## src/pkg/fpg_pkg.sv

```systemverilog
// Purpose: shared constants and types for the flash protection access gate
// Assumes: single clock core_clk at 10 MHz, asynchronous active-high reset
// Notes: protection state is held in a nonvolatile cell outside this logic
//
// Notes on behaviour
// - above 24 and up to 48 MHz system clock each flash access takes one wait state.
// - at or below 24 MHz system clock a flash access takes no wait state.
// - the state leaves manufacturing as open, which restricts nothing.
// - a user request may move the protection state from open to protected.
// - in the protected state every access from the debug port is refused.
// - protected returns to open only after a full erase, done beforehand or in the cycle of the request.
// - a user request may move the protection state from open to kill.
// - in the kill state every kind of debug access is rejected.
// - in the kill state any erase request from outside the chip is ignored.
// - the kill state is permanent; no request, erase or reset leaves it.
// - each flash row has its own write-block and read-block settings.
// - system-call accesses may always read, write and erase flash.
package fpg_pkg;

  typedef enum logic [2:0] {
    FPG_OPEN = 3'b001,
    FPG_PROT = 3'b010,
    FPG_KILL = 3'b100
  } fpg_prot_t;

  // request codes for protection changes
  localparam logic [1:0] FPG_REQ_OPEN = 2'h0;
  localparam logic [1:0] FPG_REQ_PROT = 2'h1;
  localparam logic [1:0] FPG_REQ_KILL = 2'h2;

  // clock thresholds in MHz
  localparam int FPG_ZERO_WS_MHZ = 24;
  localparam int FPG_ONE_WS_MHZ = 48;
  localparam logic [7:0] FPG_ZERO_WS_LIM = 8'(FPG_ZERO_WS_MHZ);
  localparam logic [7:0] FPG_ONE_WS_LIM = 8'(FPG_ONE_WS_MHZ);

  // factory value of the nonvolatile state
  localparam fpg_prot_t FPG_FACTORY_STATE = FPG_OPEN;

  // access sources
  localparam logic [1:0] FPG_SRC_SYSCALL = 2'h0;
  localparam logic [1:0] FPG_SRC_CPU = 2'h1;
  localparam logic [1:0] FPG_SRC_DEBUG = 2'h2;
  localparam logic [1:0] FPG_SRC_EXT = 2'h3;

endpackage : fpg_pkg

```

## src/fpg_wait_ctl.sv

```systemverilog
// Purpose: wait-state insertion for flash accesses
// Assumes: sysclk_mhz is steady during an access
// Notes: one registered ready pulse per accepted access
`timescale 1ns/100ps
module fpg_wait_ctl (
  input wire logic core_clk,
  input wire logic rst,
  input wire logic [7:0] sysclk_mhz,
  input wire logic start,
  output logic done
);

  typedef struct packed {
    logic busy;
    logic done;
  } fpg_ws_t;

  fpg_ws_t st_ff;
  fpg_ws_t nxt_st;
  logic zero_ws;

  // above 48 MHz is out of range; treat it as one wait state anyway
  assign zero_ws = (sysclk_mhz <= fpg_pkg::FPG_ZERO_WS_LIM);

  always_comb begin
    nxt_st = st_ff;
    nxt_st.done = 1'b0;
    if (st_ff.busy) begin
      nxt_st.busy = 1'b0;
      nxt_st.done = 1'b1;
    end else if (start) begin
      if (zero_ws) begin
        nxt_st.done = 1'b1;
      end else begin
        nxt_st.busy = 1'b1;
      end
    end
  end

  always_ff @(posedge core_clk or posedge rst) begin
    if (rst) begin
      st_ff <= '0;
    end else begin
      st_ff <= nxt_st;
    end
  end

  assign done = st_ff.done;

endmodule : fpg_wait_ctl

```

## src/fpg_gate.sv

```systemverilog
// Purpose: flash protection state keeper and access gate
// Assumes: nv_state_in reflects the nonvolatile cell and is valid at reset
// Notes: nv_wr pulses ask the nonvolatile cell to store nv_state_out
`timescale 1ns/100ps
module fpg_gate #(
  parameter int ROWS = 128,
  parameter int ROW_W = 7
) (
  input wire logic core_clk,
  input wire logic rst,
  input wire logic [7:0] sysclk_mhz,
  input wire logic [2:0] nv_state_in,
  output logic nv_wr,
  output logic [2:0] nv_state_out,
  output logic [2:0] prot_state,
  input wire logic chg_req,
  input wire logic [1:0] chg_code,
  output logic chg_ack,
  output logic chg_rej,
  input wire logic erase_all_done,
  input wire logic row_cfg_we,
  input wire logic [ROW_W-1:0] row_cfg_row,
  input wire logic row_cfg_wblk,
  input wire logic row_cfg_rblk,
  input wire logic acc_req,
  input wire logic [1:0] acc_src,
  input wire logic acc_wr,
  input wire logic acc_erase,
  input wire logic [ROW_W-1:0] acc_row,
  output logic acc_done,
  output logic acc_deny,
  output logic flash_go
);

  typedef struct packed {
    logic loaded;
    logic [2:0] state;
    logic erased;
    logic nv_wr;
    logic chg_ack;
    logic chg_rej;
    logic deny;
    logic go;
    logic pend;
    logic [ROWS-1:0] wblk;
    logic [ROWS-1:0] rblk;
  } fpg_st_t;

  fpg_st_t st_ff;
  fpg_st_t nxt_st;
  logic ws_done;

  // decides whether an access may reach the flash array
  function automatic logic fpg_allow(
    input logic [2:0] state,
    input logic [1:0] src,
    input logic wr,
    input logic erase,
    input logic wb,
    input logic rb
  );
    logic ok;
    ok = 1'b1;
    if (src == fpg_pkg::FPG_SRC_SYSCALL) begin
      ok = 1'b1;
    end else if (src == fpg_pkg::FPG_SRC_DEBUG &&
                 state != 3'(fpg_pkg::FPG_OPEN)) begin
      ok = 1'b0;
    end else if (src == fpg_pkg::FPG_SRC_EXT && erase &&
                 state == 3'(fpg_pkg::FPG_KILL)) begin
      ok = 1'b0;
    end else if (src == fpg_pkg::FPG_SRC_EXT &&
                 state == 3'(fpg_pkg::FPG_KILL)) begin
      ok = 1'b0;
    end else if (!erase && wr && wb) begin
      ok = 1'b0;
    end else if (!erase && !wr && rb) begin
      ok = 1'b0;
    end
    return ok;
  endfunction : fpg_allow

  fpg_wait_ctl u_wait (
    .core_clk(core_clk),
    .rst(rst),
    .sysclk_mhz(sysclk_mhz),
    .start(nxt_st.go),
    .done(ws_done)
  );

  always_comb begin
    nxt_st = st_ff;
    nxt_st.nv_wr = 1'b0;
    nxt_st.chg_ack = 1'b0;
    nxt_st.chg_rej = 1'b0;
    nxt_st.deny = 1'b0;
    nxt_st.go = 1'b0;
    // state is taken from the nonvolatile cell after reset, not forced
    if (!st_ff.loaded) begin
      nxt_st.loaded = 1'b1;
      case (nv_state_in)
        3'(fpg_pkg::FPG_PROT): nxt_st.state = 3'(fpg_pkg::FPG_PROT);
        3'(fpg_pkg::FPG_KILL): nxt_st.state = 3'(fpg_pkg::FPG_KILL);
        3'(fpg_pkg::FPG_OPEN): nxt_st.state = 3'(fpg_pkg::FPG_OPEN);
        // a corrupt cell falls to the safe side
        default: nxt_st.state = 3'(fpg_pkg::FPG_KILL);
      endcase
    end else begin
      if (erase_all_done) begin
        nxt_st.erased = 1'b1;
      end
      if (chg_req) begin
        nxt_st.chg_rej = 1'b1;
        case (st_ff.state)
          3'(fpg_pkg::FPG_OPEN): begin
            if (chg_code == fpg_pkg::FPG_REQ_PROT) begin
              nxt_st.state = 3'(fpg_pkg::FPG_PROT);
              nxt_st.chg_rej = 1'b0;
            end else if (chg_code == fpg_pkg::FPG_REQ_KILL) begin
              nxt_st.state = 3'(fpg_pkg::FPG_KILL);
              nxt_st.chg_rej = 1'b0;
            end
          end
          3'(fpg_pkg::FPG_PROT): begin
            if (chg_code == fpg_pkg::FPG_REQ_OPEN &&
                (st_ff.erased || erase_all_done)) begin
              nxt_st.state = 3'(fpg_pkg::FPG_OPEN);
              nxt_st.chg_rej = 1'b0;
            end
          end
          3'(fpg_pkg::FPG_KILL): begin
            nxt_st.chg_rej = 1'b1;
          end
          default: begin
            nxt_st.chg_rej = 1'b1;
          end
        endcase
        if (!nxt_st.chg_rej) begin
          nxt_st.chg_ack = 1'b1;
          nxt_st.nv_wr = 1'b1;
          nxt_st.erased = 1'b0;
        end
      end
      if (row_cfg_we) begin
        nxt_st.wblk[row_cfg_row] = row_cfg_wblk;
        nxt_st.rblk[row_cfg_row] = row_cfg_rblk;
      end
      if (st_ff.pend && ws_done) begin
        nxt_st.pend = 1'b0;
      end
      if (acc_req && !st_ff.pend) begin
        if (fpg_allow(st_ff.state, acc_src, acc_wr, acc_erase,
                      st_ff.wblk[acc_row], st_ff.rblk[acc_row])) begin
          nxt_st.go = 1'b1;
          nxt_st.pend = 1'b1;
        end else begin
          nxt_st.deny = 1'b1;
        end
      end
    end
  end

  always_ff @(posedge core_clk or posedge rst) begin
    if (rst) begin
      st_ff <= '0;
    end else begin
      st_ff <= nxt_st;
    end
  end

  assign nv_wr = st_ff.nv_wr;
  assign nv_state_out = st_ff.state;
  assign prot_state = st_ff.state;
  assign chg_ack = st_ff.chg_ack;
  assign chg_rej = st_ff.chg_rej;
  assign acc_done = ws_done;
  assign acc_deny = st_ff.deny;
  assign flash_go = st_ff.go;

endmodule : fpg_gate

```

## config.mk

```make
export PLATFORM = sky130hd
export DESIGN_NAME = fpg_gate
export DESIGN_NICKNAME = d
export VERILOG_FILES = /design/src/pkg/fpg_pkg.sv /design/src/fpg_wait_ctl.sv /design/src/fpg_gate.sv
export SDC_FILE = /design/constraint.sdc
export NUM_CORES = 1
export LEC_CHECK = 0
export ABC_AREA = 1
export BUFFER_PORTS_ARGS = -buffer_cell sky130_fd_sc_hd__buf_2
export CORE_UTILIZATION = 46
export CTS_CLUSTER_DIAMETER = 60
export DETAILED_ROUTE_END_ITERATION = 7
export SLEW_MARGIN = 20
export SYNTH_ARGS = -nofsm -noshare
export SYNTH_HDL_FRONTEND = slang
export SYNTH_SLANG_ARGS = --single-unit
```

## constraint.sdc

```tcl
create_clock -name core_clk -period 11.5 [get_ports core_clk]
set_input_delay 2.3 -clock core_clk [delete_from_list [all_inputs] [get_ports core_clk]]
set_output_delay 2.3 -clock core_clk [all_outputs]
set_load 0.02 [all_outputs]
```

==> results.toml, run 1 <==
[outcome]
status = "complete, no violations"

[layout]
fillers = 2694
syn_to_final_growth_pct = 10.4
n_antenna_cell = 0
drive_gt1_frac = 0.0814
ff_latch_area_um2 = 6710
multi_input_area_um2 = 5550
fin_nets = 1689
utilization = 0.515

[hold_path]
hp-class = "flip-flop to flip-flop"
hold_path_startpoint = "u_wait.st_ff[1]$_DFF_PP0_"

[timing]
setup_violations = 0
finalSetupTns_ns = 0
worst_slew_pin_slew_ns = 1.00
period_minus_slack_ns = 4.74
layout_setup_ws_ns = 6.76
final_max_slew_viol_count = 0
hold_viol = 0
max_freq_mhz = 211
rsz0062_at_grt = "no"
finClkSkew_ns = 0.00891
whs_ns = 0.460
fin_crit_sh = 0.412
slew_headroom = 0.327

[yosys]
synth_xor_area_frac = 0
yosys_warnings = 0
netlist_instances = 1646
synth.top_cell.area_share = 0.518
synth.area.mux_share = 0.000870
syn_nets = 1688
synthSimpleGateAreaFrac = 0.321
synth_seq_area_share = 0.518
synth_edf_count = 0
syn_avg_cell_area_um2 = 7.86
synth_cell_types = 29
yosysMostFrequentCell = "nand2_1"
synth-compound-area-share = 0.104
synth_flop_cell = "dfrtp_1"
ys_async_sr_fraction = 1.00
synth_seq_cells = 268
netlist_area_um2 = 12900
synth_area_leaders = "dfrtp_1 (52%), nand2_1 (20%), nand3_1 (9.7%)"
synthAdderAreaFrac = 0.00290
synth_commonest_cells = "nand2_1 (676), dfrtp_1 (268), nand3_1 (250)"
yosys.area.top_type = "dfrtp_1"
synth_top_family_by_area = "simple AND/OR/NAND/NOR gates"

[global_routing]
grt_pass1_wl_um = 59300
grtUsageTotal = 0.264
antenna_found_initial = 0
grt_pass1_vias = 10800
grt_max_degree = 146
gr-total-overflow = 0

[critical_path]
reg2reg_from = "st_ff[266]$_DFF_PP0_"
cp-start-kind = "input port"
path_max_fanout = 70
criticalPathCategory = "input port to flip-flop"
arrival_ns = 5.19
endpoint_kind = "flip-flop"
crit_start = "acc_row[0]"
r2r_slack_ns = 8.96
crit_required_ns = 11.95

[power_and_ir_drop]
p_int_mw = 1.63
ir_worst_vdd_uv = 105
combinationalPowerShare = 0.092
p_leak_nw = 6.27
swShare = 0.256
sequentialPowerShare = 0.464
switchingPower_uw = 562
p_per_area_nw_per_um2 = 154
clockPowerShare = 0.445

[detailed_routing]
wl_per_cell_um = 17.8
ant_nets = 0
num_vias = 11200
via_per_inst = 5.44
drc = 0
first_pass_iters = 5
drt-initial-drc-count = 1199
wl_um = 36400

[cts]
tritoncts = "done"
cts_root_buf = "clkbuf_16"
clock_path_buffers = 3
cts_made_buffers = 31
post-cts-setup-buffer-count = 0
cts_hold_buf = 0
post_cts_resized = 0
clock_sinks = 268
cts.reportedPaths.clkPinSlew_ns = 0.06
clk_latency_ns = 0.56
h-tree-depth = 1

[floorplanning]
initial_core_util = 0.467
dieWidth_um = 170
coreArea_um2 = 27700
die_y_um = 170
ios = 51
rows = 61
dieArea_um2 = 28800

[placed_design]
dp_slack_ns = 6.17
dp_hpwl_um = 21200
place.gp.congestion = 0.795
port_buffers = 50

[job]
cap_viol_max_count = 0
-- through the flow --
stage,cells,cell area (µm²),total power [mW]
floorplan,1646,12900,1.18
finish,2049,14300,2.19
CTS,2049,14300,2.22
global route,2049,14300,2.29
detailed placement,1992,13300,1.24
global placement,1992,13300,1.23
-- metal layers --
layer | vias up | wire length [µm] | share of wire | track usage
li1 | 5463 | - | - | -
met1 | 5320 | 16400 | 0.45 | 0.366
met2 | 311 | 17100 | 0.47 | 0.432
met3 | 57 | 2000 | 0.055 | 0.0357
met4 | 0 | 956 | 0.026 | 0.0776
met5 | - | 0 | 0 | 0
-- placed cells by master, fill, tap and decap left out, types with 2 or more instances in the layout --
cell type,n
nor3_1,13
nor4_4,8
buf_2,49
clkbuf_8,11
clkinv_2,9
clkbuf_1,6
o21ai_1,21
buf_4,18
nand2_1,676
ha_1,3
inv_4,2
nor3_2,2
o21ai_0,239
nand3_1,250
nand4_1,2
clkbuf_16,31
dfrtp_1,268
nor2_1,21
inv_1,28
-- worst paths after layout --
| kind | cells after the start | to |
|---|---|---|
| max | 16 | st_ff[256]$_DFFE_PP0P_ |
| min | 2 | u_wait.done$_DFF_PP0_ |
| max reg2reg | 6 | flip-flop |
| min reg2reg | 2 | u_wait.done$_DFF_PP0_ |
| max in group asynchronous | 3 | asynchronous set/reset pin |
| min in group asynchronous | 2 | asynchronous set/reset pin |
-- cells by family after synthesis --
family | count (synthesis)
mux | 1
other cells | 1
flops | 268
fa+ha+maj | 3
compound gates | 266
buf+inv | 132
simple gates | 975
-- critical path, cell delays in order --
cell	delay [ns]
buf_4	0.28
inv_4	0.53
buf_4	0.71
nand2_1	0.16
nand3_1	0.11
nand3_1	0.09
nand3_1	0.11
nand3_1	0.14
nand3_1	0.12
nand2_1	0.06
nand2_1	0.06
nand3_1	0.07
nand3_1	0.14
nand2_1	0.10
nand2_1	0.11
nand2_1	0.06
-- power by group through the flow --
stage	clock network, mW	registers [mW]	logic, mW
after floorplan	0	1.03	0.150
final	0.975	1.02	0.201
after detailed placement	0	1.03	0.203
after global placement	0	1.03	0.200
after CTS	0.997	1.02	0.203
after global routing	1.04	1.02	0.229
-- final cells by class --
cell class | count | share of cell area
Clock buffer | 48 | 0.0665
Timing Repair Buffer | 67 | 0.0266
Tap cell | 378 | 0.0331
Sequential cell | 268 | 0.470
Clock inverter | 9 | 0.00517
Multi-Input combinational cell | 1246 | 0.389
Inverter | 33 | 0.0101
Note: power is estimated with default switching activity, not from simulation.
==> run 2: changes to the inputs <==
==> constraint.sdc (replaced) <==
create_clock -name core_clk -period 4.8 [get_ports core_clk]
set_input_delay 0.96 -clock core_clk [delete_from_list [all_inputs] [get_ports core_clk]]
set_output_delay 0.96 -clock core_clk [all_outputs]
set_load 0.02 [all_outputs]
==> run 2 against run 1 <==
Net effect: critical path depth decreased by 2; clock skew increased by 0.0036 ns; wire length increased by 2.0%; critical path type unchanged; sequential power increased by 140%; setup slack got worse by 4.8 ns; sequential cell count unchanged; clock-buffer cell count decreased by 5; combinational power increased by 150%; final cell count increased by 0.20%; final area increased by 0.72%; worst hold slack got worse by 0.029 ns; core utilization increased by 0.37 points.
==> results.toml, run 2 (synthesis results as in run 1) <==
[outcome]
status = "complete, no violations"

[critical_path]
cp.buffers_inverters = 3
arrival_ns = 3.34
crit_required_ns = 5.29
slowest_delay_ns = 0.78
critical-path-top-delay-family = "buffers and inverters"
criticalPathCategory = "input port to flip-flop"
crit_chain = "buf_2 -> clkinv_1 -> buf_4 -> nand3_1 -> nand3_1 -> nand3_1 -> nand3_1 -> nand2_1 -> nand2_1 -> nand3_1 -> nand3_1 -> nand2_1 -> nand2_1 -> nor2_1"
crit_path_frequent_cell = "nand3_1"
endpoint_kind = "flip-flop"
slowest_stage = "clkinv_1"
path_max_fanout = 24
cp-start-kind = "input port"

[floorplanning]
die_y_um = 170
rows = 61
initial_core_util = 0.467
dieWidth_um = 170
coreArea_um2 = 27700
ios = 51
dieArea_um2 = 28800

[cts]
clock_path_buffers = 3
post_cts_resized = 0
cts_root_buf = "clkbuf_16"
h-tree-depth = 1
post-cts-setup-buffer-count = 0
cts_hold_buf = 0
tritoncts = "done"
cts_made_buffers = 31
clk_latency_ns = 0.56
clock_sinks = 268
cts.reportedPaths.clkPinSlew_ns = 0.06

[power_and_ir_drop]
swShare = 0.253
p_leak_nw = 6.31
combinationalPowerShare = 0.093
p_int_mw = 3.99
clockPowerShare = 0.450
sequentialPowerShare = 0.457
p_per_area_nw_per_um2 = 371
finalPower_mw = 5.34
ir_worst_vdd_uv = 269
switchingPower_mw = 1.35

[layout]
syn_to_final_growth_pct = 11.2
drive_gt1_frac = 0.0830
mostFrequentLayoutCells = "nand2_1 (676), dfrtp_1 (268), nand3_1 (250), o21ai_0 (239), buf_2 (49)"
ff_latch_area_um2 = 6710
n_antenna_cell = 0
utilization = 0.519
fillers = 2704
multi_input_area_um2 = 5550
design_area_um2 = 14400
fin_nets = 1696
layout_commonest_cell = "nand2_1"

[detailed_routing]
drt-initial-drc-count = 1050
num_vias = 11200
ant_nets = 0
wl_um = 37200
via_per_inst = 5.44
first_pass_iters = 6
wl_per_cell_um = 18.1
drc = 0

[placed_design]
place.gp.congestion = 0.839
dp_hpwl_um = 22100
placed_cell_area_um2 = 13300
port_buffers = 50

[job]
cap_viol_max_count = 0

[hold_path]
hp-class = "input port to asynchronous set/reset pin"

[timing]
rsz0062_at_grt = "no"
finalSetupTns_ns = 0
final_max_slew_viol_count = 0
slew_headroom = 0.309
hold_viol = 0
setup_violations = 0
max_freq_mhz = 352
worst_slew_pin_slew_ns = 1.03
finClkSkew_ns = 0.0125
period_minus_slack_ns = 2.84
fin_crit_sh = 0.592

[global_routing]
grt_pass1_vias = 10800
grt_max_degree = 129
grt_pass1_wl_um = 59700
antenna_found_initial = 0
gr-total-overflow = 0
grtUsageTotal = 0.265
-- run 2: layout make-up --
cell class | count | share of cell area
sequential | 268 | 0.466
multi-input combinational | 1246 | 0.386
inverter | 33 | 0.00939
tap | 378 | 0.0329
timing repair buffer | 74 | 0.0336
clock inverter | 11 | 0.0112
clock buffer | 43 | 0.0605
-- run 2: worst register-to-register path: stages (launching register included) --
cell and delay [ns]:
dfrtp_1 0.52, nand2_2 0.37, nor4_4 0.77, buf_4 0.37, nand2_1 0.15, nand2_1 0.09, o21ai_0 0.08
-- run 2: metal layers --
metal	part of all wire	track usage	vias to the layer above
li1	-	-	5456
met1	0.46	0.377	5346
met2	0.46	0.423	312
met3	0.059	0.0340	55
met4	0.024	0.0717	0
met5	0	0	-
-- run 2: worst paths after layout --
path                       slack [ns]                      start  cells past startpoint                          to
max in group asynchronous        3.35                        rst                      3  asynchronous set/reset pin
min reg2reg                      0.45  u_wait.st_ff[1]$_DFF_PP0_                      2       u_wait.done$_DFF_PP0_
max                              1.96                 acc_row[2]                     14   u_wait.st_ff[1]$_DFF_PP0_
min                              0.43                        rst                      2  asynchronous set/reset pin
max reg2reg                      2.30       st_ff[266]$_DFF_PP0_                      6                   flip-flop
min in group core_clk            0.45  u_wait.st_ff[1]$_DFF_PP0_                      2       u_wait.done$_DFF_PP0_
-- run 2: metrics by stage --
step / hold slack, ns / setup WS, ns / cells
2_1_floorplan: 0.422 / 0.301 / 1646
3_3_place_gp: 0.439 / 1.47 / 1999
3_5_place_dp: 0.448 / 1.45 / 1999
4_1_cts: 0.432 / 2.04 / 2053
5_1_grt: 0.458 / 1.78 / 2053
6_report: 0.432 / 1.96 / 2053
-- run 2: power groups by stage --
stage                     logic (mW)  registers (mW)  clock network (mW)
after floorplan                0.360            2.46                   0
final                          0.496            2.44                2.40
after detailed placement       0.499            2.47                   0
after CTS                      0.500            2.44                2.45
after global placement         0.492            2.47                   0
after global routing           0.563            2.45                2.53
==> run 3: changes to the inputs <==
--- a/config.mk
+++ b/config.mk
@@ -5,7 +5,7 @@
 export SDC_FILE = /design/constraint.sdc
 export NUM_CORES = 1
 export LEC_CHECK = 0
-export ABC_AREA = 1
+export ABC_AREA = 0
 export BUFFER_PORTS_ARGS = -buffer_cell sky130_fd_sc_hd__buf_2
 export CORE_UTILIZATION = 46
 export CTS_CLUSTER_DIAMETER = 60
==> constraint.sdc (replaced) <==
create_clock -name core_clk -period 2.45 [get_ports core_clk]
set_input_delay 0.49 -clock core_clk [delete_from_list [all_inputs] [get_ports core_clk]]
set_output_delay 0.49 -clock core_clk [all_outputs]
set_load 0.02 [all_outputs]
==> run 3 against run 2 <==
Net effect: first-iteration DRC count fell by 44%; global-route usage down 3.1 points; largest cell class unchanged; wire length decreased by 11%; clock skew decreased by 0.0036 ns; final cell count is 26% lower; final area rose by 6.9%; power up 88%; worst hold slack worse by 0.29 ns; critical endpoint is now acc_deny$_DFF_PP0_.
==> results.toml, run 3 <==
[placed_design]
dp_hpwl_um = 22300
place.gp.congestion = 0.790
port_buffers = 50

[critical_path]
cp-start-kind = "flip-flop"
endpoint_kind = "flip-flop"
reg2reg_depth = 7
arrival_ns = 2.76
path_max_fanout = 5
criticalPathCategory = "flip-flop to flip-flop"
r2r_slack_ns = 0.13
crit_required_ns = 2.88

[layout]
mostFrequentLayoutCells = "dfrtp_1 (268), mux2_2 (262), nor2_1 (108), nand2_1 (71), buf_4 (62)"
syn_to_final_growth_pct = 15.7
layout_commonest_cell = "dfrtp_1"
n_antenna_cell = 0
drive_gt1_frac = 0.432
fin_nets = 1158
utilization = 0.547

[yosys]
synth_area_leaders = "dfrtp_1 (50%), mux2_2 (22%), mux4_2 (7.6%)"
synth.top_cell.area_share = 0.505
syn_nets = 1079
synth_flop_cell = "dfrtp_1"
synth_edf_count = 0
synth_commonest_cells = "dfrtp_1 (268), mux2_2 (262), nor2_1 (108)"
synth_seq_cells = 268
yosys.area.top_type = "dfrtp_1"
syn_avg_cell_area_um2 = 12.8
yosysMostFrequentCell = "dfrtp_1"
netlist_area_um2 = 13300
yosys_warnings = 0
synth_seq_area_share = 0.505
ys_async_sr_fraction = 1.00
netlist_instances = 1037
synth_cell_types = 55

[timing]
max_freq_mhz = 431
slew_headroom = 0.614
finClkSkew_ns = 0.00886
finalSetupTns_ns = 0
final_max_slew_viol_count = 0
fin_crit_sh = 0.948
worst_slew_pin_slew_ns = 0.579
period_minus_slack_ns = 2.32
hold_viol = 0
setup_violations = 0
rsz0062_at_grt = "no"

[detailed_routing]
via_per_inst = 5.67
ant_nets = 0
num_vias = 8600
drt-initial-drc-count = 587
wl_per_cell_um = 21.7
drc = 0
wl_um = 32900
first_pass_iters = 4

[global_routing]
antenna_found_initial = 0
grt_pass1_vias = 8760
grtUsageTotal = 0.234
gr-total-overflow = 0
grt_max_degree = 78
grt_pass1_wl_um = 52300

[outcome]
status = "complete, no violations"

[floorplanning]
ios = 51
dieWidth_um = 172
dieArea_um2 = 29600
die_y_um = 172
rows = 61
coreArea_um2 = 28100
initial_core_util = 0.473

[power_and_ir_drop]
swShare = 0.244
finalPower_mw = 10.1
combinationalPowerShare = 0.096
p_int_mw = 7.61
ir_worst_vdd_uv = 498
sequentialPowerShare = 0.472
clockPowerShare = 0.433
p_per_area_nw_per_um2 = 654
p_leak_nw = 7.26
switchingPower_mw = 2.45

[cts]
cts_made_buffers = 30
tritoncts = "done"
clk_latency_ns = 0.56
clock_path_buffers = 3
post-cts-setup-buffer-count = 0
cts_root_buf = "clkbuf_16"
cts.reportedPaths.clkPinSlew_ns = 0.06
h-tree-depth = 1
clock_sinks = 268

[hold_path]
worstHoldPathCells = 2
hp-class = "input port to flip-flop"

[job]
cap_viol_max_count = 0
-- run 3: cell count changes after synthesis, moves of 14 or more --
| cell | previous run | this run |
|---|---|---|
| clkbuf_1 | 35 | 52 |
| nor2b_1 | 0 | 14 |
| o21ai_1 | 21 | 2 |
| o21ai_0 | 239 | 4 |
| mux2i_1 | 0 | 33 |
| mux2_2 | 1 | 262 |
| mux4_2 | 0 | 45 |
| nand3_1 | 250 | 28 |
| inv_1 | 31 | 7 |
| nor2_1 | 21 | 108 |
| nand2_1 | 676 | 71 |
| buf_2 | 32 | 7 |
-- run 3: power groups by stage --
stage / clock network [mW] / logic (mW) / registers [mW]
5_1_grt: 4.63 / 1.05 / 4.77
3_5_place_dp: 0 / 0.971 / 4.82
2_1_floorplan: 0 / 0.648 / 4.78
6_report: 4.35 / 0.965 / 4.74
4_1_cts: 4.46 / 0.975 / 4.74
3_3_place_gp: 0 / 0.958 / 4.82
-- run 3: logic make-up (layout without fill, tap and decap cells) --
group,Yosys count,count (layout),share of synthesized area
AOI/OAI and AO/OA,52,52,0.0284
adders and majority gates,3,3,0.00283
buffers and inverters,86,189,0.0310
DFF,268,268,0.505
muxes,346,346,0.335
other,1,1,0.000282
and+or+nand+nor,281,281,0.0976
-- run 3: metal layers --
layer,GRT usage,vias to the layer above,part of all wire,wire [µm]
met5,0,-,0,0
li1,-,3903,-,-
met2,0.363,172,0.46,15100
met1,0.347,4476,0.48,15900
met3,0.0266,49,0.037,1200
met4,0.0604,0,0.022,733
-- run 3: stage by stage --
stage               hold slack (ns)  std cells  area, µm²  setup slack, ns
detailed placement            0.467       1461      14400           -0.399
floorplan                     0.445       1037      13300            -1.58
global route                  0.119       1518      15400           0.0342
global placement              0.464       1461      14400           -0.426
finish                        0.145       1518      15400            0.128
CTS                           0.118       1518      15400            0.132
-- run 3: worst max-delay path, cell delays in order, from the launching register on --
cell     delay [ns]
dfrtp_1        0.40
mux4_2         0.50
a22oi_1        0.23
nand3_1        0.11
or4_1          0.40
nand4_1        0.19
a31oi_2        0.20
nor2b_1        0.18
-- run 3: path summary, 6_finish.rpt --
path | end | startpoint
min in group asynchronous | asynchronous set/reset pin | rst
setup / recovery | acc_deny$_DFF_PP0_ | flip-flop
hold reg to reg | u_wait.done$_DFF_PP0_ | u_wait.st_ff[1]$_DFF_PP0_
setup reg to reg | acc_deny$_DFF_PP0_ | flip-flop
hold / removal | nv_state_out[1]$_DFFE_PP0P_ | nv_state_in[2]
max in group asynchronous | asynchronous set/reset pin | rst
-- run 3: layout make-up --
class,instances,area [µm²]
clock buffer,44,895
clock inverter,12,75.1
fill,2431,12700
inverter,7,30.0
multi-input combinational,683,6170
sequential,268,6710
tap,378,473
timing repair buffer,126,1030
-- run 3: timing repair --
item / 4_1_cts / 5_1_grt
gates resized for setup: 0 / 0
endpoints found under the hold margin: 8 / 0
hold buffers: 1 / 0
